<file path="src/shared/sfcd_pkg.sv">
// Function
// - opcode arrives on the serial input line; later phases use one, two or four lines
// - host may end any data-out phase after any bit; output stops cleanly
// - modifying commands execute only if select rises after a multiple of eight clocks
// - array accesses are ignored while a modify cycle runs
// - running modify cycles are never disturbed, except by the pause command
// - pause 75h stops program or erase, not otp, whole wipe or register writes
// - resume 7Ah continues a paused cycle, no address, no data
// - status 05h and flag status 70h fetches are accepted while busy
// - plain fetch 03h no dummy; fast fetch 0Bh eight dummy clocks; both stream
// - fast, multi-line and otp fetches use a configurable dummy count
// - discovery-table fetch 5Ah: address, fixed eight dummy clocks, streaming data
// - 3Bh, BBh, 6Bh use eight dummy clocks; EBh uses ten; all take address
// - identity fetch 9Eh/9Fh: no address, no dummy, up to twenty bytes
// - otp fetch 4Bh and otp write 42h move one to sixty-five bytes
// - write latch set 06h and clear 04h carry nothing after the opcode
// - page writes 02h, A2h, D2h, 32h, 12h take address and 1 to 256 bytes
// - block wipes 20h and D8h take address; whole wipe C7h none; no data
// - status write 01h one byte; flag clear 50h nothing; status fetches stream
// - lock fetch E8h and lock write E5h take address; write carries one byte
// - nv config fetch B5h and write B1h move exactly two bytes
// - config 85h/81h and enhanced 65h/61h: writes one byte, fetches stream
// - everything travels msb first, input sampled on rising serial clock
// - output bits change on falling serial clock
package sfcd_pkg;
  localparam logic [7:0] OP_IDENTITY_FETCH = 8'h9E;
  localparam logic [7:0] OP_PLAIN_FETCH = 8'h03;
  localparam logic [7:0] OP_FAST_FETCH = 8'h0B;
  localparam logic [7:0] OP_DISCOVERY_TABLE_FETCH = 8'h5A;
  localparam logic [7:0] OP_DUAL_OUT_FETCH = 8'h3B;
  localparam logic [7:0] OP_DUAL_IO_FETCH = 8'hBB;
  localparam logic [7:0] OP_QUAD_OUT_FETCH = 8'h6B;
  localparam logic [7:0] OP_QUAD_IO_FETCH = 8'hEB;
  localparam logic [7:0] OP_OTP_FETCH = 8'h4B;
  localparam logic [7:0] OP_WRITE_LATCH_SET = 8'h06;
  localparam logic [7:0] OP_WRITE_LATCH_CLEAR = 8'h04;
  localparam logic [7:0] OP_SINGLE_PAGE_WRITE = 8'h02;
  localparam logic [7:0] OP_DUAL_IN_PAGE_WRITE = 8'hA2;
  localparam logic [7:0] OP_DUAL_IN_EXT_PAGE_WRITE = 8'hD2;
  localparam logic [7:0] OP_QUAD_IN_PAGE_WRITE = 8'h32;
  localparam logic [7:0] OP_QUAD_IN_EXT_PAGE_WRITE = 8'h12;
  localparam logic [7:0] OP_OTP_WRITE = 8'h42;
  localparam logic [7:0] OP_BLOCK4K_WIPE = 8'h20;
  localparam logic [7:0] OP_BLOCK64K_WIPE = 8'hD8;
  localparam logic [7:0] OP_WHOLE_ARRAY_WIPE = 8'hC7;
  localparam logic [7:0] OP_MODIFY_RESUME = 8'h7A;
  localparam logic [7:0] OP_MODIFY_PAUSE = 8'h75;
  localparam logic [7:0] OP_STATUS_FETCH = 8'h05;
  localparam logic [7:0] OP_STATUS_WRITE = 8'h01;
  localparam logic [7:0] OP_LOCK_FETCH = 8'hE8;
  localparam logic [7:0] OP_LOCK_WRITE = 8'hE5;
  localparam logic [7:0] OP_FLAG_STATUS_FETCH = 8'h70;
  localparam logic [7:0] OP_FLAG_STATUS_CLEAR = 8'h50;
  localparam logic [7:0] OP_NV_CONFIG_FETCH = 8'hB5;
  localparam logic [7:0] OP_NV_CONFIG_WRITE = 8'hB1;
  localparam logic [7:0] OP_VOL_CONFIG_FETCH = 8'h85;
  localparam logic [7:0] OP_VOL_CONFIG_WRITE = 8'h81;
  localparam logic [7:0] OP_ENH_CONFIG_FETCH = 8'h65;
  localparam logic [7:0] OP_ENH_CONFIG_WRITE = 8'h61;

  localparam int BYTE_BITS = 8;
  localparam int ADDR_BITS = 24;
  localparam logic [2:0] LINES_1 = 3'd1;
  localparam logic [2:0] LINES_2 = 3'd2;
  localparam logic [2:0] LINES_4 = 3'd4;
  localparam logic [4:0] DUMMY_DEFAULT = 5'd8;
  localparam logic [4:0] DUMMY_QUAD_IO_DEFAULT = 5'd10;
  localparam logic [4:0] DUMMY_DISCOVERY = 5'd8;
  localparam logic [3:0] DUMMY_CFG_USE_DEFAULT = 4'h0;
  localparam logic [8:0] IDENTITY_BYTES = 9'd20;
  localparam logic [8:0] OTP_BYTES = 9'd65;
  localparam logic [8:0] PAGE_BYTES = 9'd256;
  localparam logic [8:0] NV_CONFIG_BYTES = 9'd2;
  localparam logic [8:0] REG_WRITE_BYTES = 9'd1;
  localparam logic [8:0] COUNT_SAT = 9'h1FF;
  localparam int SYNC_SCLK = 0;
  localparam int SYNC_CS = 1;
  localparam int SYNC_IO = 2;

  typedef enum logic [1:0] {DMY_NONE, DMY_CFG, DMY_FIXED} sfcd_dummy_t;
  typedef enum logic [2:0] {
    ST_IDLE, ST_OPC, ST_ADDR, ST_DUMMY, ST_DIN, ST_DOUT, ST_HOLD, ST_IGNORE
  } sfcd_phase_t;

  typedef struct packed {
    logic known;
    logic has_addr;
    logic [2:0] addr_lines;
    sfcd_dummy_t dummy;
    logic [4:0] dummy_def;
    logic din;
    logic dout;
    logic [2:0] data_lines;
    logic exec;
    logic array;
    logic [8:0] cnt_min;
    logic [8:0] cnt_max;
  } sfcd_attr_t;

  typedef struct packed {
    logic [5:0] m;
    logic [5:0] s;
  } sfcd_sync_t;
  localparam sfcd_sync_t SYNC_RESET = '{m: 6'h02, s: 6'h02};

  typedef struct packed {
    logic [7:0] sr;
    logic [3:0] dout;
    logic [3:0] oe_n;
    logic [2:0] lines;
    logic [3:0] left;
  } sfcd_shift_t;
  localparam sfcd_shift_t SHIFT_RESET = '{
    sr: 8'h00, dout: 4'h0, oe_n: 4'hF, lines: 3'd1, left: 4'h0};

  function automatic logic [4:0] sfcd_last(input int bits, input logic [2:0] lines);
    int sh;
    sh = (lines == LINES_4) ? 2 : ((lines == LINES_2) ? 1 : 0);
    return 5'((bits >> sh) - 1);
  endfunction

  function automatic sfcd_attr_t sfcd_attr(input logic [7:0] op);
    sfcd_attr_t a;
    a = '0;
    a.addr_lines = LINES_1;
    a.data_lines = LINES_1;
    a.dummy_def = DUMMY_DEFAULT;
    if (op[7:1] == OP_IDENTITY_FETCH[7:1]) begin
      a.known = 1'b1;
      a.dout = 1'b1;
      a.array = 1'b1;
      a.cnt_max = IDENTITY_BYTES;
    end
    case (op)
      OP_PLAIN_FETCH: begin
        a.known = 1'b1;
        a.has_addr = 1'b1;
        a.dout = 1'b1;
        a.array = 1'b1;
      end
      OP_FAST_FETCH, OP_DUAL_OUT_FETCH, OP_DUAL_IO_FETCH, OP_QUAD_OUT_FETCH,
      OP_QUAD_IO_FETCH, OP_OTP_FETCH: begin
        a.known = 1'b1;
        a.has_addr = 1'b1;
        a.dummy = DMY_CFG;
        a.dout = 1'b1;
        a.array = 1'b1;
      end
      OP_DISCOVERY_TABLE_FETCH: begin
        a.known = 1'b1;
        a.has_addr = 1'b1;
        a.dummy = DMY_FIXED;
        a.dout = 1'b1;
        a.array = 1'b1;
      end
      OP_SINGLE_PAGE_WRITE, OP_DUAL_IN_PAGE_WRITE, OP_DUAL_IN_EXT_PAGE_WRITE,
      OP_QUAD_IN_PAGE_WRITE, OP_QUAD_IN_EXT_PAGE_WRITE, OP_OTP_WRITE: begin
        a.known = 1'b1;
        a.has_addr = 1'b1;
        a.din = 1'b1;
        a.exec = 1'b1;
        a.array = 1'b1;
        a.cnt_min = REG_WRITE_BYTES;
        a.cnt_max = PAGE_BYTES;
      end
      OP_BLOCK4K_WIPE, OP_BLOCK64K_WIPE, OP_WHOLE_ARRAY_WIPE: begin
        a.known = 1'b1;
        a.has_addr = (op != OP_WHOLE_ARRAY_WIPE);
        a.exec = 1'b1;
        a.array = 1'b1;
      end
      OP_WRITE_LATCH_SET, OP_WRITE_LATCH_CLEAR, OP_FLAG_STATUS_CLEAR: begin
        a.known = 1'b1;
        a.exec = 1'b1;
      end
      OP_STATUS_WRITE, OP_VOL_CONFIG_WRITE, OP_ENH_CONFIG_WRITE, OP_LOCK_WRITE,
      OP_NV_CONFIG_WRITE: begin
        a.known = 1'b1;
        a.has_addr = (op == OP_LOCK_WRITE);
        a.din = 1'b1;
        a.exec = 1'b1;
        a.cnt_min = (op == OP_NV_CONFIG_WRITE) ? NV_CONFIG_BYTES : REG_WRITE_BYTES;
        a.cnt_max = a.cnt_min;
      end
      OP_STATUS_FETCH, OP_FLAG_STATUS_FETCH, OP_VOL_CONFIG_FETCH, OP_ENH_CONFIG_FETCH,
      OP_LOCK_FETCH, OP_NV_CONFIG_FETCH, OP_MODIFY_PAUSE, OP_MODIFY_RESUME: begin
        a.known = 1'b1;
        a.has_addr = (op == OP_LOCK_FETCH);
        a.dout = (op != OP_MODIFY_PAUSE) && (op != OP_MODIFY_RESUME);
        a.cnt_max = (op == OP_NV_CONFIG_FETCH) ? NV_CONFIG_BYTES : 9'd0;
      end
      default: begin
      end
    endcase
    if (op == OP_OTP_FETCH || op == OP_OTP_WRITE) a.cnt_max = OTP_BYTES;
    if (op == OP_DUAL_IO_FETCH || op == OP_DUAL_IN_EXT_PAGE_WRITE) a.addr_lines = LINES_2;
    if (op == OP_QUAD_IO_FETCH || op == OP_QUAD_IN_EXT_PAGE_WRITE) a.addr_lines = LINES_4;
    if (op == OP_DUAL_OUT_FETCH || op == OP_DUAL_IO_FETCH || op == OP_DUAL_IN_PAGE_WRITE ||
        op == OP_DUAL_IN_EXT_PAGE_WRITE) a.data_lines = LINES_2;
    if (op == OP_QUAD_OUT_FETCH || op == OP_QUAD_IO_FETCH || op == OP_QUAD_IN_PAGE_WRITE ||
        op == OP_QUAD_IN_EXT_PAGE_WRITE) a.data_lines = LINES_4;
    if (op == OP_QUAD_IO_FETCH) a.dummy_def = DUMMY_QUAD_IO_DEFAULT;
    return a;
  endfunction

  typedef struct packed {
    sfcd_phase_t st;
    logic sclk_q;
    logic [7:0] op;
    sfcd_attr_t at;
    logic [23:0] sh;
    logic [23:0] addr;
    logic [4:0] cnt;
    logic [2:0] bitcnt;
    logic [8:0] nbytes;
    logic [7:0] wdata;
    logic wstb;
    logic exec;
    logic discard;
    logic susp;
    logic resm;
    logic rstart;
    logic rreq;
    logic [1:0] rpipe;
    logic [7:0] nxt;
    logic load;
    logic shift;
    logic stop;
  } sfcd_core_t;
  localparam sfcd_core_t CORE_RESET = '0;
endpackage

</file>
<file path="src/rtl/sfcd_sync.sv">
`timescale 1ns/1ps
module sfcd_sync (
  // clock and reset
  input wire logic i_core_clk,
  input wire logic i_rst,
  // pins: sclk, select, four io lines
  input wire logic [5:0] i_async,
  output logic [5:0] o_sync
);
  sfcd_pkg::sfcd_sync_t q;
  sfcd_pkg::sfcd_sync_t d;

  always_comb begin
    d.m = i_async;
    d.s = q.m;
  end

  always_ff @(posedge i_core_clk or posedge i_rst) begin
    if (i_rst) begin
      q <= sfcd_pkg::SYNC_RESET;
    end else begin
      q <= d;
    end
  end

  assign o_sync = q.s;
endmodule

</file>
<file path="src/rtl/sfcd_out_shift.sv">
`timescale 1ns/1ps
module sfcd_out_shift (
  // clock and reset
  input wire logic i_core_clk,
  input wire logic i_rst,
  // control from the decoder
  input wire logic i_load,
  input wire logic i_shift,
  input wire logic i_stop,
  input wire logic [7:0] i_byte,
  input wire logic [2:0] i_lines,
  // io pins and status
  output logic [3:0] o_io_out,
  output logic [3:0] o_io_oe_n,
  output logic o_boundary
);
  sfcd_pkg::sfcd_shift_t q;
  sfcd_pkg::sfcd_shift_t d;
  logic [7:0] b;
  logic [2:0] ln;

  always_comb begin
    d = q;
    b = i_load ? i_byte : q.sr;
    ln = i_load ? i_lines : q.lines;
    if (i_stop) begin
      d.oe_n = 4'hF;
      d.left = 4'h0;
    end else if (i_load || (i_shift && q.left != 4'h0)) begin
      d.lines = ln;
      d.left = (i_load ? 4'h8 : q.left) - {1'b0, ln};
      case (ln)
        sfcd_pkg::LINES_4: begin
          d.dout = b[7:4];
          d.sr = {b[3:0], 4'h0};
          d.oe_n = 4'h0;
        end
        sfcd_pkg::LINES_2: begin
          d.dout = {2'b00, b[7:6]};
          d.sr = {b[5:0], 2'b00};
          d.oe_n = 4'hC;
        end
        default: begin
          d.dout = {2'b00, b[7], 1'b0};
          d.sr = {b[6:0], 1'b0};
          d.oe_n = 4'hD;
        end
      endcase
    end
  end

  always_ff @(posedge i_core_clk or posedge i_rst) begin
    if (i_rst) begin
      q <= sfcd_pkg::SHIFT_RESET;
    end else begin
      q <= d;
    end
  end

  assign o_io_out = q.dout;
  assign o_io_oe_n = q.oe_n;
  assign o_boundary = (q.left == 4'h0);
endmodule

</file>
<file path="src/rtl/sfcd_decoder.sv">
`timescale 1ns/1ps
module sfcd_decoder (
  // clock and reset
  input wire logic i_core_clk,
  input wire logic i_rst,
  // link pins from the host controller
  input wire logic i_sclk,
  input wire logic i_cs_n,
  input wire logic [3:0] i_io_in,
  output logic [3:0] o_io_out,
  output logic [3:0] o_io_oe_n,
  // device state from the array controller
  input wire logic [3:0] i_dummy_cfg,
  input wire logic i_busy,
  input wire logic i_susp_ok,
  // decoded command
  output logic [7:0] o_cmd_op,
  output logic [23:0] o_cmd_addr,
  output logic o_exec,
  output logic o_discard,
  output logic o_suspend,
  output logic o_resume,
  // write data toward the array controller
  output logic [7:0] o_wr_data,
  output logic o_wr_stb,
  output logic [8:0] o_wr_count,
  // read data from the array controller
  output logic o_rd_start,
  output logic o_rd_req,
  input wire logic [7:0] i_rd_data
);
  sfcd_pkg::sfcd_core_t q;
  sfcd_pkg::sfcd_core_t n;
  sfcd_pkg::sfcd_attr_t at_new;
  logic [5:0] pins_s;
  logic sclk_s;
  logic cs_n_s;
  logic [3:0] io_s;
  logic serial_in_line;
  logic rise;
  logic fall;
  logic boundary;
  logic [2:0] lines;
  logic [4:0] last;
  logic [4:0] dummy_cnt;
  logic [23:0] sh_next;
  logic [7:0] op_new;
  logic exec_ok;

  // pins pass two flops before anything looks at them
  sfcd_sync u_sync (
    .i_core_clk(i_core_clk),
    .i_rst(i_rst),
    .i_async({i_io_in, i_cs_n, i_sclk}),
    .o_sync(pins_s)
  );

  sfcd_out_shift u_out (
    .i_core_clk(i_core_clk),
    .i_rst(i_rst),
    .i_load(n.load),
    .i_shift(n.shift),
    .i_stop(n.stop),
    .i_byte(q.nxt),
    .i_lines(q.at.data_lines),
    .o_io_out(o_io_out),
    .o_io_oe_n(o_io_oe_n),
    .o_boundary(boundary)
  );

  assign sclk_s = pins_s[sfcd_pkg::SYNC_SCLK];
  assign cs_n_s = pins_s[sfcd_pkg::SYNC_CS];
  assign io_s = pins_s[sfcd_pkg::SYNC_IO +: 4];
  assign serial_in_line = io_s[0];
  assign rise = sclk_s && !q.sclk_q;
  assign fall = !sclk_s && q.sclk_q;

  // lines in use for the current input phase
  always_comb begin
    lines = sfcd_pkg::LINES_1;
    if (q.st == sfcd_pkg::ST_ADDR) begin
      lines = q.at.addr_lines;
    end else if (q.st == sfcd_pkg::ST_DIN) begin
      lines = q.at.data_lines;
    end
    if (q.st == sfcd_pkg::ST_ADDR) begin
      last = sfcd_pkg::sfcd_last(sfcd_pkg::ADDR_BITS, lines);
    end else begin
      last = sfcd_pkg::sfcd_last(sfcd_pkg::BYTE_BITS, lines);
    end
  end

  // msb first: new bits enter at the bottom
  always_comb begin
    case (lines)
      sfcd_pkg::LINES_4: sh_next = {q.sh[19:0], io_s};
      sfcd_pkg::LINES_2: sh_next = {q.sh[21:0], io_s[1:0]};
      default: sh_next = {q.sh[22:0], serial_in_line};
    endcase
  end

  // dummy clock count for the command in hand
  always_comb begin
    if (q.at.dummy == sfcd_pkg::DMY_FIXED) begin
      dummy_cnt = sfcd_pkg::DUMMY_DISCOVERY;
    end else if (i_dummy_cfg == sfcd_pkg::DUMMY_CFG_USE_DEFAULT) begin
      dummy_cnt = q.at.dummy_def;
    end else begin
      dummy_cnt = {1'b0, i_dummy_cfg};
    end
  end

  // byte-aligned end of a command that may execute
  always_comb begin
    exec_ok = q.at.exec && (q.bitcnt == 3'd0) &&
              (q.st == sfcd_pkg::ST_DIN || q.st == sfcd_pkg::ST_HOLD) &&
              (q.nbytes >= q.at.cnt_min) && (q.nbytes <= q.at.cnt_max);
  end

  assign op_new = sh_next[7:0];
  assign at_new = sfcd_pkg::sfcd_attr(op_new);

  always_comb begin
    n = q;
    n.sclk_q = sclk_s;
    n.wstb = 1'b0;
    n.exec = 1'b0;
    n.discard = 1'b0;
    n.susp = 1'b0;
    n.resm = 1'b0;
    n.rstart = 1'b0;
    n.rreq = 1'b0;
    n.load = 1'b0;
    n.shift = 1'b0;
    n.stop = 1'b0;
    n.rpipe = {q.rpipe[0], q.rreq};
    if (q.rpipe[1]) begin
      n.nxt = i_rd_data;
    end
    if (cs_n_s) begin
      // select released: end the frame, execute or throw away
      if (q.st != sfcd_pkg::ST_IDLE) begin
        n.stop = 1'b1;
        if (q.at.exec) begin
          n.exec = exec_ok;
          n.discard = !exec_ok;
        end else if (q.st == sfcd_pkg::ST_IGNORE) begin
          n.discard = 1'b1;
        end else if (q.st == sfcd_pkg::ST_HOLD && q.op == sfcd_pkg::OP_MODIFY_PAUSE) begin
          n.susp = i_busy && i_susp_ok;
          n.discard = !(i_busy && i_susp_ok);
        end else if (q.st == sfcd_pkg::ST_HOLD && q.op == sfcd_pkg::OP_MODIFY_RESUME) begin
          n.resm = 1'b1;
        end
      end
      n.st = sfcd_pkg::ST_IDLE;
    end else if (q.st == sfcd_pkg::ST_IDLE) begin
      n.st = sfcd_pkg::ST_OPC;
      n.cnt = 5'd0;
      n.bitcnt = 3'd0;
      n.nbytes = 9'd0;
      n.op = 8'h00;
      n.at = '0;
    end else if (rise) begin
      n.bitcnt = q.bitcnt + 3'd1;
      n.cnt = q.cnt + 5'd1;
      n.sh = sh_next;
      case (q.st)
        sfcd_pkg::ST_OPC: begin
          if (q.cnt == last) begin
            n.op = op_new;
            n.at = at_new;
            n.cnt = 5'd0;
            if (!at_new.known) begin
              n.st = sfcd_pkg::ST_IGNORE;
            end else if (i_busy && at_new.array) begin
              n.st = sfcd_pkg::ST_IGNORE;
            end else if (at_new.has_addr) begin
              n.st = sfcd_pkg::ST_ADDR;
            end else if (at_new.din) begin
              n.st = sfcd_pkg::ST_DIN;
            end else if (at_new.dout) begin
              n.st = sfcd_pkg::ST_DOUT;
              n.rstart = 1'b1;
              n.rreq = 1'b1;
            end else begin
              n.st = sfcd_pkg::ST_HOLD;
            end
          end
        end
        sfcd_pkg::ST_ADDR: begin
          if (q.cnt == last) begin
            n.addr = sh_next;
            n.cnt = 5'd0;
            if (q.at.dummy != sfcd_pkg::DMY_NONE) begin
              n.st = sfcd_pkg::ST_DUMMY;
            end else if (q.at.din) begin
              n.st = sfcd_pkg::ST_DIN;
            end else if (q.at.dout) begin
              n.st = sfcd_pkg::ST_DOUT;
              n.rstart = 1'b1;
              n.rreq = 1'b1;
            end else begin
              n.st = sfcd_pkg::ST_HOLD;
            end
          end
        end
        sfcd_pkg::ST_DUMMY: begin
          if (q.cnt == dummy_cnt - 5'd1) begin
            n.st = sfcd_pkg::ST_DOUT;
            n.cnt = 5'd0;
            n.rstart = 1'b1;
            n.rreq = 1'b1;
          end
        end
        sfcd_pkg::ST_DIN: begin
          if (q.cnt == last) begin
            n.cnt = 5'd0;
            n.wdata = sh_next[7:0];
            n.wstb = (q.nbytes < q.at.cnt_max);
            if (q.nbytes != sfcd_pkg::COUNT_SAT) begin
              n.nbytes = q.nbytes + 9'd1;
            end
          end
        end
        default: begin
        end
      endcase
    end else if (fall && q.st == sfcd_pkg::ST_DOUT) begin
      if (!boundary) begin
        n.shift = 1'b1;
      end else if (q.at.cnt_max != 9'd0 && q.nbytes == q.at.cnt_max) begin
        n.stop = 1'b1;
        n.st = sfcd_pkg::ST_HOLD;
      end else begin
        n.load = 1'b1;
        n.rreq = 1'b1;
        if (q.nbytes != sfcd_pkg::COUNT_SAT) begin
          n.nbytes = q.nbytes + 9'd1;
        end
      end
    end
  end

  always_ff @(posedge i_core_clk or posedge i_rst) begin
    if (i_rst) begin
      q <= sfcd_pkg::CORE_RESET;
    end else begin
      q <= n;
    end
  end

  assign o_cmd_op = q.op;
  assign o_cmd_addr = q.addr;
  assign o_exec = q.exec;
  assign o_discard = q.discard;
  assign o_suspend = q.susp;
  assign o_resume = q.resm;
  assign o_wr_data = q.wdata;
  assign o_wr_stb = q.wstb;
  assign o_wr_count = q.nbytes;
  assign o_rd_start = q.rstart;
  assign o_rd_req = q.rreq;
endmodule

</file>
<file path="config.mk">
export PLATFORM = sky130hd
export DESIGN_NAME = sfcd_decoder
export DESIGN_NICKNAME = d
export VERILOG_FILES = /design/src/shared/sfcd_pkg.sv /design/src/rtl/sfcd_sync.sv /design/src/rtl/sfcd_out_shift.sv /design/src/rtl/sfcd_decoder.sv
export SDC_FILE = /design/constraint.sdc
export NUM_CORES = 1
export LEC_CHECK = 0
export BUFFER_PORTS_ARGS = -buffer_cell sky130_fd_sc_hd__clkbuf_2
export CAP_MARGIN = 20
export CORE_UTILIZATION = 60
export DETAILED_ROUTE_END_ITERATION = 7
export PLACE_DENSITY = 0.81
export SLEW_MARGIN = 40
export SYNTH_ARGS = -nofsm -noshare
export SYNTH_HDL_FRONTEND = slang
export SYNTH_SLANG_ARGS = --single-unit
export TNS_END_PERCENT = 30
</file>
<file path="constraint.sdc">
create_clock -name i_core_clk -period 4.9 [get_ports i_core_clk]
set_input_delay 0.245 -clock i_core_clk [delete_from_list [all_inputs] [get_ports i_core_clk]]
set_output_delay 0.245 -clock i_core_clk [all_outputs]
set_load 0.03 [all_outputs]
</file>
==> summary.md, run 1 <==
| Metric | Value |
|---|---|
| Outcome | complete, but fails checks |
| Failing checks | DRC |
| Critical path fanouts, max | 25 |
| Post-route minimum period | 4180 ps |
| Gate power share | 32.4% |
| Final worst path period share | 85.3% |
| Startpoint Class | register |
| Fin Setup TNS | 0 ps |
| Sw Pwr | 1.71 mW |
| Post-synthesis register bit count | 154 |
| Leading cell type in the layout, fill and taps excluded | dfrtp_1 |
| WP data arrival | 4510 ps |
| Fmax | 239 MHz |
| First-pass detailed-route iteration total | 8 |
| Largest net degree at the start of global routing | 104 |
| Storage element area | 3860 sq um |
| Int Power | 2.76 mW |
| Clk pwr share | 29.6% |
| Syn Nets | 989 |
| Routability cong. | 0.938 |
| Clock sink count | 154 |
| CTS tree | built |
| Post-CTS Setup Repair Bufs | 0 |
| Most frequent cells in the layout | dfrtp_1, nand2_1, o21ai_0 |
| Register area share after synthesis | 44.8% |
| Io pins | 86 |
| Sw Share | 38.2% |
| IO Port Bufs | 85 |
| Primary FF master, synth | dfrtp_1 |
| Clk slew on worst S/H paths | 60 ps |
| Setup crit start | q[141] |
| Diode count | 0 |
| Multi-input logic area | 4030 sq um |
| Initial antenna violation count | 0 |
| Cells along the critical path | or4b_1 -> nand2_1 -> buf_4 -> o21ai_1 -> and2_0 -> nand3_1 -> nor4_1 -> or3_1 -> nor4_2 -> a21oi_1 -> a221oi_1 |
| Worst-Margin Slew | 796 ps |
| Setup-failing EPs final | 0 |
| DR iter-0 viols | 699 |
| Layout cells sized above 1 | 16.8% |
| Vias in the first global route | 6,868 |
| Die Y | 122 microns |
| Slowest-stage cell, CP | dfrtp_1 |
| Mapped cell area | 8630 sq um |
| Min Hold Slack | 49.5 ps |
| Area grow syn2layout | 9.18% |
| Routed WL | 21,600 microns |
| Delay-heaviest family, CP | simple AND/OR/NAND/NOR gates |
| Synth cell types | 75 |
| Asr flop ratio synth | 100% |
| Area of the core | 13,900 sq um |
| GRT Total Usage | 30.9% |
| Final net count | 1,002 |
| Vias per cell | 6.36 |
| CTS Buf Count | 17 |
| Slowest cell delay on critical path | 760 ps |
| Avg WL per Cell | 18.7 microns |
| Buf+Inv Stages, Crit Path | 1 |
| DP HPWL | 15,200 microns |
| Clk buf depth | 2 |
| Clock skew | 6.90 ps |
| CTS HTree Levels | 4 |
| Initial core utilization | 61.9% |
| # DRC | 2 |
| Maximum vdd drop | 0.447 mV |
| Worst reg2reg path startpoint | q[141] |
| Worst setup EP type | register |
| RSZ-0062 raised after global routing | no |
| Latest clock arrival within the worst-skew pair | 430 ps |
| GRT Residual Overflow | 0 |
| Rows | 43 |
| Filler instances | 1,149 |
| Power density cells | 475 nW/um^2 |
| Final Max Tran Viols | 0 |
| First-pass GRT wire length | 35,400 microns |
| Via count | 7,348 |
| Seq pwr share | 38.0% |
| Mean Syn Cell Area | 9.08 sq um |
| Leak | 4.21 nW |
| Slew margin rel. | 46.5% |
| Final Util | 67.6% |
| Final hold violations | 0 |
| Root Driver | clkbuf_16 |
| Synth warnings | 0 |
| Crit path required time | 5230 ps |
| WS Path Type | register to register |
| Number of synthesized flops with an enable pin | 0 |
| Hold_sp | i_rd_data[2] |
| Routed Antenna Nets | 0 |
| Max cap viols | 0 |
| Post-synthesis instance total | 950 |
| Die area | 14,900 sq um |
| Die X-Extent | 122 microns |
| Worst hold path class | primary input to register |
==> power groups by stage <==
stage | Combinational (mW) | Clock [mW] | Sequential [mW]
5_1_grt | 1.60 | 1.40 | 1.73
2_1_floorplan | 1.19 | 0 | 1.59
4_1_cts | 1.42 | 1.34 | 1.69
6_report | 1.45 | 1.33 | 1.70
3_5_place_dp | 1.41 | 0 | 1.71
3_3_place_gp | 1.39 | 0 | 1.70
==> kinds of logic (layout without fill, tap and decap cells) <==
family	Yosys count	after routing	share of synthesized area (%)
AOI/OAI and AO/OA	274	274	20.5
buffers and inverters	138	164	8.79
muxes	28	28	3.50
DFF	154	154	44.8
adders and majority gates	17	17	2.55
xor gates and xnor gates	16	16	1.62
and+or+nand+nor	323	323	18.3
==> cell type report <==
class                   instances  share of cell area, %
repair buffers                106                   6.38
inverters                      26                   1.12
flip-flops and latches        154                   41.0
multi-input cells             658                   42.8
clock buffers                  21                   4.78
clock inverters                11                   1.53
well taps                     180                   2.39
==> synth_stat cells (5+ instances only) <==
cell	n	area, sq um
a211o_1	6	52.6
a211oi_1	8	60.1
a21o_1	13	97.6
a21oi_1	63	315
a222oi_1	16	160
a22o_1	7	61.3
a31oi_1	5	31.3
and2_1	6	37.5
and3_1	7	43.8
buf_4	61	458
clkbuf_1	46	173
dfrtp_1	148	3700
dfstp_2	6	158
ha_1	16	200
inv_1	26	97.6
mux2_2	17	191
mux2i_1	11	110
nand2_1	121	454
nand2b_1	9	56.3
nand3_1	29	145
nand4_1	7	43.8
nor2_1	63	236
nor3_1	22	110
nor4_1	11	68.8
o211ai_1	7	52.6
o21a_1	6	45.0
o21ai_0	88	440
o22ai_1	11	68.8
o31ai_1	8	60.1
or3_1	15	93.8
xnor2_1	9	78.8
xor2_1	7	61.3
==> path summary, 6_finish.rpt <==
| kind | endpoint | cells after the start | slack, ps |
|---|---|---|---|
| max in group asynchronous | q[3] | 4 | 3240 |
| min in group asynchronous | o_cmd_addr[19] | 3 | 500 |
| worst min register to register | q[12] | 0 | 350 |
| worst min-delay path | q[5] | 2 | 50 |
| worst max register to register | q[139] | 11 | 720 |
| worst max-delay path | q[139] | 11 | 720 |
==> sequential cells by signal (all words and copies together), names as in the netlist, 3 cells and up <==
name and cells:
o_cmd_op 8, u_sync.d 6, o_wr_data 8, o_wr_count 9, u_out.o_io_out 4, u_out.o_io_oe_n 3
q 64, u_out.q 14, o_cmd_addr 24, u_sync.o_sync 6
==> routing by layer <==
layer | wire, microns | track usage (%)
met3 | 1380 | 6.46
met4 | 462 | 10.9
met2 | 9880 | 46.9
met5 | 0 | 0
met1 | 9840 | 43.8
==> stage by stage <==
stage	instance area [sq um]	setup WS, ps	cells	power [mW]
after floorplan	8630	515	950	2.78
after global placement	8730	907	1116	3.10
after detailed placement	8750	859	1117	3.11
after CTS	9410	824	1156	4.45
after global routing	9420	327	1156	4.72
final	9420	718	1156	4.47
==> repair_timing <==
action,CTS,global route
resized for setup,0,0
hold buffers,7,0
endpoints found under the hold margin,106,0
setup endpoints to repair,0,0
Note: power is estimated with default switching activity, not from simulation.
==> run 2, diff against run 1 <==
--- a/config.mk
+++ b/config.mk
@@ -5,11 +5,12 @@
 export SDC_FILE = /design/constraint.sdc
 export NUM_CORES = 1
 export LEC_CHECK = 0
-export BUFFER_PORTS_ARGS = -buffer_cell sky130_fd_sc_hd__clkbuf_2
+export ABC_AREA = 1
 export CAP_MARGIN = 20
-export CORE_UTILIZATION = 60
+export CORE_UTILIZATION = 64
 export DETAILED_ROUTE_END_ITERATION = 7
-export PLACE_DENSITY = 0.81
+export DONT_BUFFER_PORTS = 1
+export PLACE_DENSITY = 0.8
 export SLEW_MARGIN = 40
 export SYNTH_ARGS = -nofsm -noshare
 export SYNTH_HDL_FRONTEND = slang
==> run 2 against run 1 <==
Compared with the run above: the run now ends clean; power is 2.2% lower; routed wire length fell by 7.3%; clock-buffer cell count down 4; clock skew increased by 3.7 ps; maximum frequency up 4.6%; largest cell class unchanged; highest routed layer unchanged.
==> summary.md, run 2 <==
| Metric | Value |
|---|---|
| Outcome | completed (was complete, but fails checks) |
| Hold_sp | i_busy (was i_rd_data[2]) |
| DR iter-0 viols | 618 (was 699) |
| Max cap viols | 0 (unchanged) |
| Via count | 7,109 (was 7,348) |
| Clk pwr share | 31.3% (was 29.6%) |
| # DRC | 0 (was 2) |
| Worst reg2reg path startpoint | o_wr_count[0] (was q[141]) |
| Setup-failing EPs final | 0 (unchanged) |
| WS Path Type | register to register (unchanged) |
| Post-Layout Cell Count | 1,230 (was 1,156) |
| WL met3 | 1420 microns (was 1380 microns) |
| Die area | 14,300 sq um (was 14,900 sq um) |
| Routability cong. | 0.977 (was 0.938) |
| Post-synthesis instance total | 1,088 (was 950) |
| Area grow syn2layout | 4.85% (was 9.18%) |
| Post-route minimum period | 4000 ps (was 4180 ps) |
| Cell Area, Placed | 8520 sq um (was 8750 sq um) |
| Crit path required time | 5220 ps (was 5230 ps) |
| Final Util | 69.5% (was 67.6%) |
| Min Hold Slack | 179 ps (was 49.5 ps) |
| Synth top area share | 41.7% (was 42.9%) |
| Synth cell types | 63 (was 75) |
| Clk slew on worst S/H paths | 70 ps (was 60 ps) |
| Die X-Extent | 120 microns (was 122 microns) |
| RSZ-0062 raised after global routing | no (unchanged) |
| Die Y | 120 microns (was 122 microns) |
| Initial antenna violation count | 0 (unchanged) |
| First-pass GRT wire length | 33,900 microns (was 35,400 microns) |
| Diode count | 0 (unchanged) |
| Most frequent cells in the layout | nand2_1, dfrtp_1, inv_1 (was dfrtp_1, nand2_1, o21ai_0) |
| Setup crit start | o_wr_count[0] (was q[141]) |
| Worst hold path class | primary input to register (unchanged) |
| Post-synth top cells | nand2_1, dfrtp_1, inv_1 (was dfrtp_1, nand2_1, o21ai_0) |
| Post-synthesis register bit count | 154 (unchanged) |
| Gate power share | 30.0% (was 32.4%) |
| Largest net degree at the start of global routing | 107 (was 104) |
| Register area share after synthesis | 43.5% (was 44.8%) |
| Area of the core | 13,400 sq um (was 13,900 sq um) |
| Worst setup EP type | register (unchanged) |
| Fin Setup TNS | 0 ps (unchanged) |
| Layout cells sized above 1 | 12.0% (was 16.8%) |
| Int Power | 2.68 mW (was 2.76 mW) |
| Primary FF master, synth | dfrtp_1 (unchanged) |
| Filler instances | 1,041 (was 1,149) |
| DR top layer | met4 (unchanged) |
| Maximum vdd drop | 0.281 mV (was 0.447 mV) |
| Mean Syn Cell Area | 8.16 sq um (was 9.08 sq um) |
| Mapped cell area | 8880 sq um (was 8630 sq um) |
| Asr flop ratio synth | 100% (unchanged) |
| CTS HTree Levels | 4 (unchanged) |
| Vias per cell | 5.78 (was 6.36) |
| Final total power | 4.38 mW (was 4.47 mW) |
| Synth warnings | 0 (unchanged) |
| Sw Pwr | 1.69 mW (was 1.71 mW) |
| Latest clock arrival within the worst-skew pair | 430 ps (about the same) |
| First-pass detailed-route iteration total | 5 (was 8) |
| Fmax | 250 MHz (was 239 MHz) |
| Leak | 4.44 nW (was 4.21 nW) |
| Met2 wire len | 9470 microns (was 9880 microns) |
| Initial core utilization | 66.3% (was 61.9%) |
| Worst-Margin Slew | 753 ps (was 796 ps) |
| Post-Place Cells | 1,181 (was 1,117) |
| Clock sink count | 154 (unchanged) |
| CTS Buf Count | 17 (unchanged) |
| Slew margin rel. | 49.6% (was 46.5%) |
| Clock skew | 10.6 ps (was 6.90 ps) |
| Area leader, netlist | dfrtp_1 (unchanged) |
| Vias in the first global route | 6,948 (was 6,868) |
| Final Cell Area | 9310 sq um (was 9420 sq um) |
| Startpoint Class | register (unchanged) |
| Dpl ws | 1120 ps (was 859 ps) |
| WP data arrival | 4310 ps (was 4510 ps) |
| Critical path fanouts, max | 19 (was 25) |
| Final net count | 1,080 (was 1,002) |
| Most flop-heavy register | q (unchanged) |
| Final worst path period share | 81.6% (was 85.3%) |
| Final Max Tran Viols | 0 (unchanged) |
| Routed Antenna Nets | 0 (unchanged) |
| PostCTS Resize Cnt | 0 (unchanged) |
| DP HPWL | 13,800 microns (was 15,200 microns) |
| GRT Residual Overflow | 0 (unchanged) |
| Syn Nets | 1,127 (was 989) |
| IO Port Bufs | 0 (was 85) |
| Routed WL | 20,000 microns (was 21,600 microns) |
| Most common cell in the netlist | nand2_1 (was dfrtp_1) |
| CTS tree | built (unchanged) |
| Number of synthesized flops with an enable pin | 0 (unchanged) |
| Clk buf depth | 2 (unchanged) |
| Leading cell type in the layout, fill and taps excluded | nand2_1 (was dfrtp_1) |
| Root Driver | clkbuf_16 (unchanged) |
| Rows | 42 (was 43) |
| Top cells by area, synth | dfrtp_1, nand2_1, buf_4 (was dfrtp_1, buf_4, nand2_1) |
| Final hold violations | 0 (unchanged) |
| Io pins | 86 (unchanged) |
| Avg WL per Cell | 16.3 microns (was 18.7 microns) |
| Final worst slack | 903 ps (was 718 ps) |
| GRT Total Usage | 29.9% (was 30.9%) |
| Routed met1 length | 8820 microns (was 9840 microns) |
| Largest register FFs | 64 (unchanged) |
| Power density cells | 470 nW/um^2 (was 475 nW/um^2) |
| Seq pwr share | 38.6% (was 38.0%) |
| Sw Share | 38.7% (was 38.2%) |
[run 2: cell count changes in the layout (fill, tap and decap cells not counted), sizes merged, moves of 16 or more]
cell    delta
a222oi    -16
nand3     +25
inv      +111
a21oi     -48
nor2      +40
nand2    +169
clkbuf    -89
nand4     +18
[run 2: power groups by stage]
stage | registers (mW) | clock network [mW] | logic, mW
after global routing | 1.71 | 1.44 | 1.48
after CTS | 1.69 | 1.39 | 1.30
final | 1.69 | 1.37 | 1.31
after detailed placement | 1.71 | 0 | 1.27
after global placement | 1.70 | 0 | 1.24
after floorplan | 1.57 | 0 | 1.16
[run 2: final timing paths]
path	endpoint	slack (ps)	cells past startpoint
worst max-delay path	u_out.q[3]	900	17
worst min-delay path	q[141]	180	4
worst max register to register	u_out.q[3]	900	17
worst min register to register	q[12]	350	0
max in group asynchronous	q[75]	3400	3
min in group asynchronous	o_cmd_addr[5]	430	2
[run 2: timing repair]
| action | in CTS | in global routing |
|---|---|---|
| hold endpoints to repair | 114 | 0 |
| hold buffers | 17 | 0 |
| buffers inserted | 0 | 0 |
[run 2: cell families (layout without fill, tap and decap cells)]
kind of cell / Yosys count / in the layout / share of synthesized area, %
and+or+nand+nor: 500 / 500 / 26.3
DFF: 154 / 154 / 43.5
AOI/OAI and AO/OA: 177 / 177 / 13.0
adders and majority gates: 17 / 17 / 2.48
buffers and inverters: 221 / 187 / 12.7
muxes: 5 / 5 / 0.634
xor gates and xnor gates: 14 / 14 / 1.38
[run 2: area by class of cell]
type                            instances  area (sq um)  share of cell area [%]
Multi-Input combinational cell        713          3890                    41.8
Sequential cell                       154          3860                    41.5
Inverter                              134           523                    5.62
Clock buffer                           17           425                    4.57
Tap cell                              176           220                    2.37
Timing Repair Buffer                   21           200                    2.15
Clock inverter                         15           190                    2.04
[run 2: critical path, stage by stage, from the launching register on]
cell and delay [ps]:
dfrtp_1 570, inv_1 220, ha_1 340, nand3_1 80
nor4_1 470, o21ai_0 170, nand2_1 220, nor2_4 130
inv_1 200, nand2_1 90, o21ai_2 90, inv_1 120
ha_1 360, nand2_1 80, nor2_1 90, a211oi_1 60
or3_1 360, a32o_1 220
[run 2: per-layer routing]
| layer | up-vias | global-route usage (%) |
|---|---|---|
| li1 | 3418 | - |
| met1 | 3407 | 40.0 |
| met2 | 254 | 47.7 |
| met3 | 30 | 7.51 |
| met4 | 0 | 10.2 |
| met5 | - | 0 |
==> run 3, diff against run 2 <==
--- a/config.mk
+++ b/config.mk
@@ -7,10 +7,10 @@
 export LEC_CHECK = 0
 export ABC_AREA = 1
 export CAP_MARGIN = 20
-export CORE_UTILIZATION = 64
+export CORE_UTILIZATION = 58
 export DETAILED_ROUTE_END_ITERATION = 7
 export DONT_BUFFER_PORTS = 1
-export PLACE_DENSITY = 0.8
+export PLACE_DENSITY = 0.76
 export SLEW_MARGIN = 40
 export SYNTH_ARGS = -nofsm -noshare
 export SYNTH_HDL_FRONTEND = slang
==> constraint.sdc (replaced) <==
create_clock -name i_core_clk -period 3.35 [get_ports i_core_clk]
set_input_delay 0.1675 -clock i_core_clk [delete_from_list [all_inputs] [get_ports i_core_clk]]
set_output_delay 0.1675 -clock i_core_clk [all_outputs]
set_load 0.03 [all_outputs]
==> run 3 against run 2 <==
Compared with the run above: largest cell class unchanged; register-to-register slack lost 720 ps; highest routed layer unchanged; clock-buffer cell count grew 6; first-iteration DRC count shrank 21%.
==> summary.md, run 3 (same netlist as run 2, synthesis figures left out) <==
| Metric | Value |
|---|---|
| Crit path required time | 3660 ps (was 5220 ps) |
| Clk slew on worst S/H paths | 60 ps (was 70 ps) |
| Leak | 4.66 nW (was 4.44 nW) |
| Storage element area | 3860 sq um (about the same) |
| Clk pwr share | 31.3% (about the same) |
| Routed WL | 20,400 microns (was 20,000 microns) |
| Critical path fanouts, max | 5 (was 19) |
| CTS Buf Count | 17 (unchanged) |
| GRT Residual Overflow | 0 (unchanged) |
| Power density cells | 688 nW/um^2 (was 470 nW/um^2) |
| Diode count | 0 (unchanged) |
| DP HPWL | 14,400 microns (was 13,800 microns) |
| GRT Total Usage | 27.4% (was 29.9%) |
| Max cap viols | 0 (unchanged) |
| First-pass detailed-route iteration total | 7 (was 5) |
| Buf+Inv Stages, Crit Path | 3 (unchanged) |
| Routability cong. | 0.895 (was 0.977) |
| Die area | 15,800 sq um (was 14,300 sq um) |
| Gate power share | 32.8% (was 30.0%) |
| CTS HTree Levels | 4 (unchanged) |
| Sw Pwr | 2.46 mW (was 1.69 mW) |
| First-pass GRT wire length | 34,300 microns (was 33,900 microns) |
| Int Power | 4.23 mW (was 2.68 mW) |
| Delay-heaviest family, CP | simple AND/OR/NAND/NOR gates (unchanged) |
| Leading cell type in the layout, fill and taps excluded | nand2_1 (unchanged) |
| Worst-Margin Slew | 752 ps (was 753 ps) |
| Slowest cell delay on critical path | 340 ps (was 570 ps) |
| Area of the core | 14,800 sq um (was 13,400 sq um) |
| Worst hold path class | primary input to register (unchanged) |
| Startpoint Class | register (unchanged) |
| Largest net degree at the start of global routing | 133 (was 107) |
| Via count | 7,147 (was 7,109) |
| Fin Setup TNS | 0 ps (unchanged) |
| Vias per cell | 5.59 (was 5.78) |
| Final hold violations | 0 (unchanged) |
| Multi-input logic area | 3940 sq um (was 3890 sq um) |
| WP data arrival | 3470 ps (was 4310 ps) |
| Initial antenna violation count | 0 (unchanged) |
| Area grow syn2layout | 9.50% (was 4.85%) |
| WS Path Type | register to register (unchanged) |
| Rows | 44 (was 42) |
| Slowest-stage cell, CP | or3_1 (was dfrtp_1) |
| # DRC | 0 (unchanged) |
| Clock skew | 7.43 ps (was 10.6 ps) |
| Worst setup EP type | register (unchanged) |
| Final total power | 6.69 mW (was 4.38 mW) |
| IO Port Bufs | 0 (unchanged) |
| Final worst path period share | 94.4% (was 81.6%) |
| Io pins | 86 (unchanged) |
| Sw Share | 36.7% (was 38.7%) |
| CTS tree | built (unchanged) |
| Min Hold Slack | 103 ps (was 179 ps) |
| Avg WL per Cell | 16.0 microns (was 16.3 microns) |
| Slew margin rel. | 49.9% (was 49.6%) |
| Root Driver | clkbuf_16 (unchanged) |
| Latest clock arrival within the worst-skew pair | 420 ps (was 430 ps) |
| Filler instances | 1,208 (was 1,041) |
| Initial core utilization | 60.2% (was 66.3%) |
| Die Y | 126 microns (was 120 microns) |
| Clock sink count | 154 (unchanged) |
| Final Util | 65.9% (was 69.5%) |
| Cells along the critical path | inv_1 -> ha_1 -> nand2_1 -> nor4_4 -> o21ai_0 -> nand2_1 -> nor2_4 -> inv_1 -> nand2_1 -> o21ai_2 -> inv_2 -> ha_4 -> nand2_1 -> nor2_1 -> a211oi_1 -> or3_1 -> a32o_1 (was inv_1 -> ha_1 -> nand3_1 -> nor4_1 -> o21ai_0 -> nand2_1 -> nor2_4 -> inv_1 -> nand2_1 -> o21ai_2 -> inv_1 -> ha_1 -> nand2_1 -> nor2_1 -> a211oi_1 -> or3_1 -> a32o_1) |
| Outcome | completed (unchanged) |
| Fmax | 316 MHz (was 250 MHz) |
| Clk buf depth | 2 (unchanged) |
| Final Max Tran Viols | 0 (unchanged) |
| Setup-failing EPs final | 0 (unchanged) |
| Layout cells sized above 1 | 16.1% (was 12.0%) |
| Maximum vdd drop | 0.353 mV (was 0.281 mV) |
| Die X-Extent | 126 microns (was 120 microns) |
| DR iter-0 viols | 491 (was 618) |
| Routed Antenna Nets | 0 (unchanged) |
| Most frequent cells in the layout | nand2_1, dfrtp_1, inv_1 (unchanged) |
| Most frequent CP cell | nand2_1 |
| Largest register FFs | 64 (unchanged) |
| Vias in the first global route | 6,926 (was 6,948) |
| Seq pwr share | 35.9% (was 38.6%) |
| Post-route minimum period | 3160 ps (was 4000 ps) |
| Final net count | 1,120 (was 1,080) |
| Most flop-heavy register | q (unchanged) |
## run 3: per-stage QoR
stage / cell area (sq um) / setup slack [ps] / std cells
CTS: 9570 / 57.9 / 1266
global placement: 8750 / 150 / 1217
floorplan: 8880 / 280 / 1088
global route: 9720 / -36.9 / 1278
detailed placement: 8750 / 97.8 / 1217
finish: 9720 / 187 / 1278
## run 3: final timing paths
path / start / end / slack, ps / cells past startpoint
setup / recovery: q[97] / u_out.q[3] / 190 / 17
min in group asynchronous: i_rst / o_cmd_addr[2] / 260 / 2
hold / removal: i_busy / q[141] / 100 / 4
max in group asynchronous: i_rst / q[139] / 1960 / 3
setup reg to reg: q[97] / u_out.q[3] / 190 / 17
hold reg to reg: u_sync.d[0] / u_sync.o_sync[0] / 350 / 0
## run 3: area by class of cell
type,count,share of cell area [%]
multi-input cells,713,40.5
flip-flops and latches,154,39.8
inverters,134,5.34
repair buffers,61,5.32
clock buffers,23,5.02
well taps,184,2.37
clock inverters,9,1.66
## run 3: routing by layer
metal  global-route usage, %  share of wire (%)  wire length (microns)  vias up
li1                        -                  -                      -     3499
met1                    37.3                 46                   9380     3393
met2                    42.9                 46                   9310      222
met4                    9.40                1.7                    338        0
met5                       0                  0                      0        -
met3                    6.46                6.9                   1410       33
## run 3: worst register-to-register path: cells and delay by family (launching register included)
family / cells / cell delay, ps
and+or+nand+nor: 8 / 1280
adders and majority gates: 2 / 600
AOI/OAI and AO/OA: 4 / 540
DFF: 1 / 330
buffers and inverters: 3 / 310
## run 3: what timing repair did
item	4_1_cts	5_1_grt
hold buffers	17	0
setup buffers	0	12
resized for setup	0	15
endpoints found under the hold margin	37	0
setup endpoints to repair	0	37
## run 3: power by group through the flow
stage          registers (mW)  clock network, mW  logic, mW
6_report                 2.40               2.09       2.19
5_1_grt                  2.44               2.19       2.46
4_1_cts                  2.40               2.12       2.10
3_5_place_dp             2.43                  0       2.06
3_3_place_gp             2.42                  0       2.04
2_1_floorplan            2.30                  0       1.70
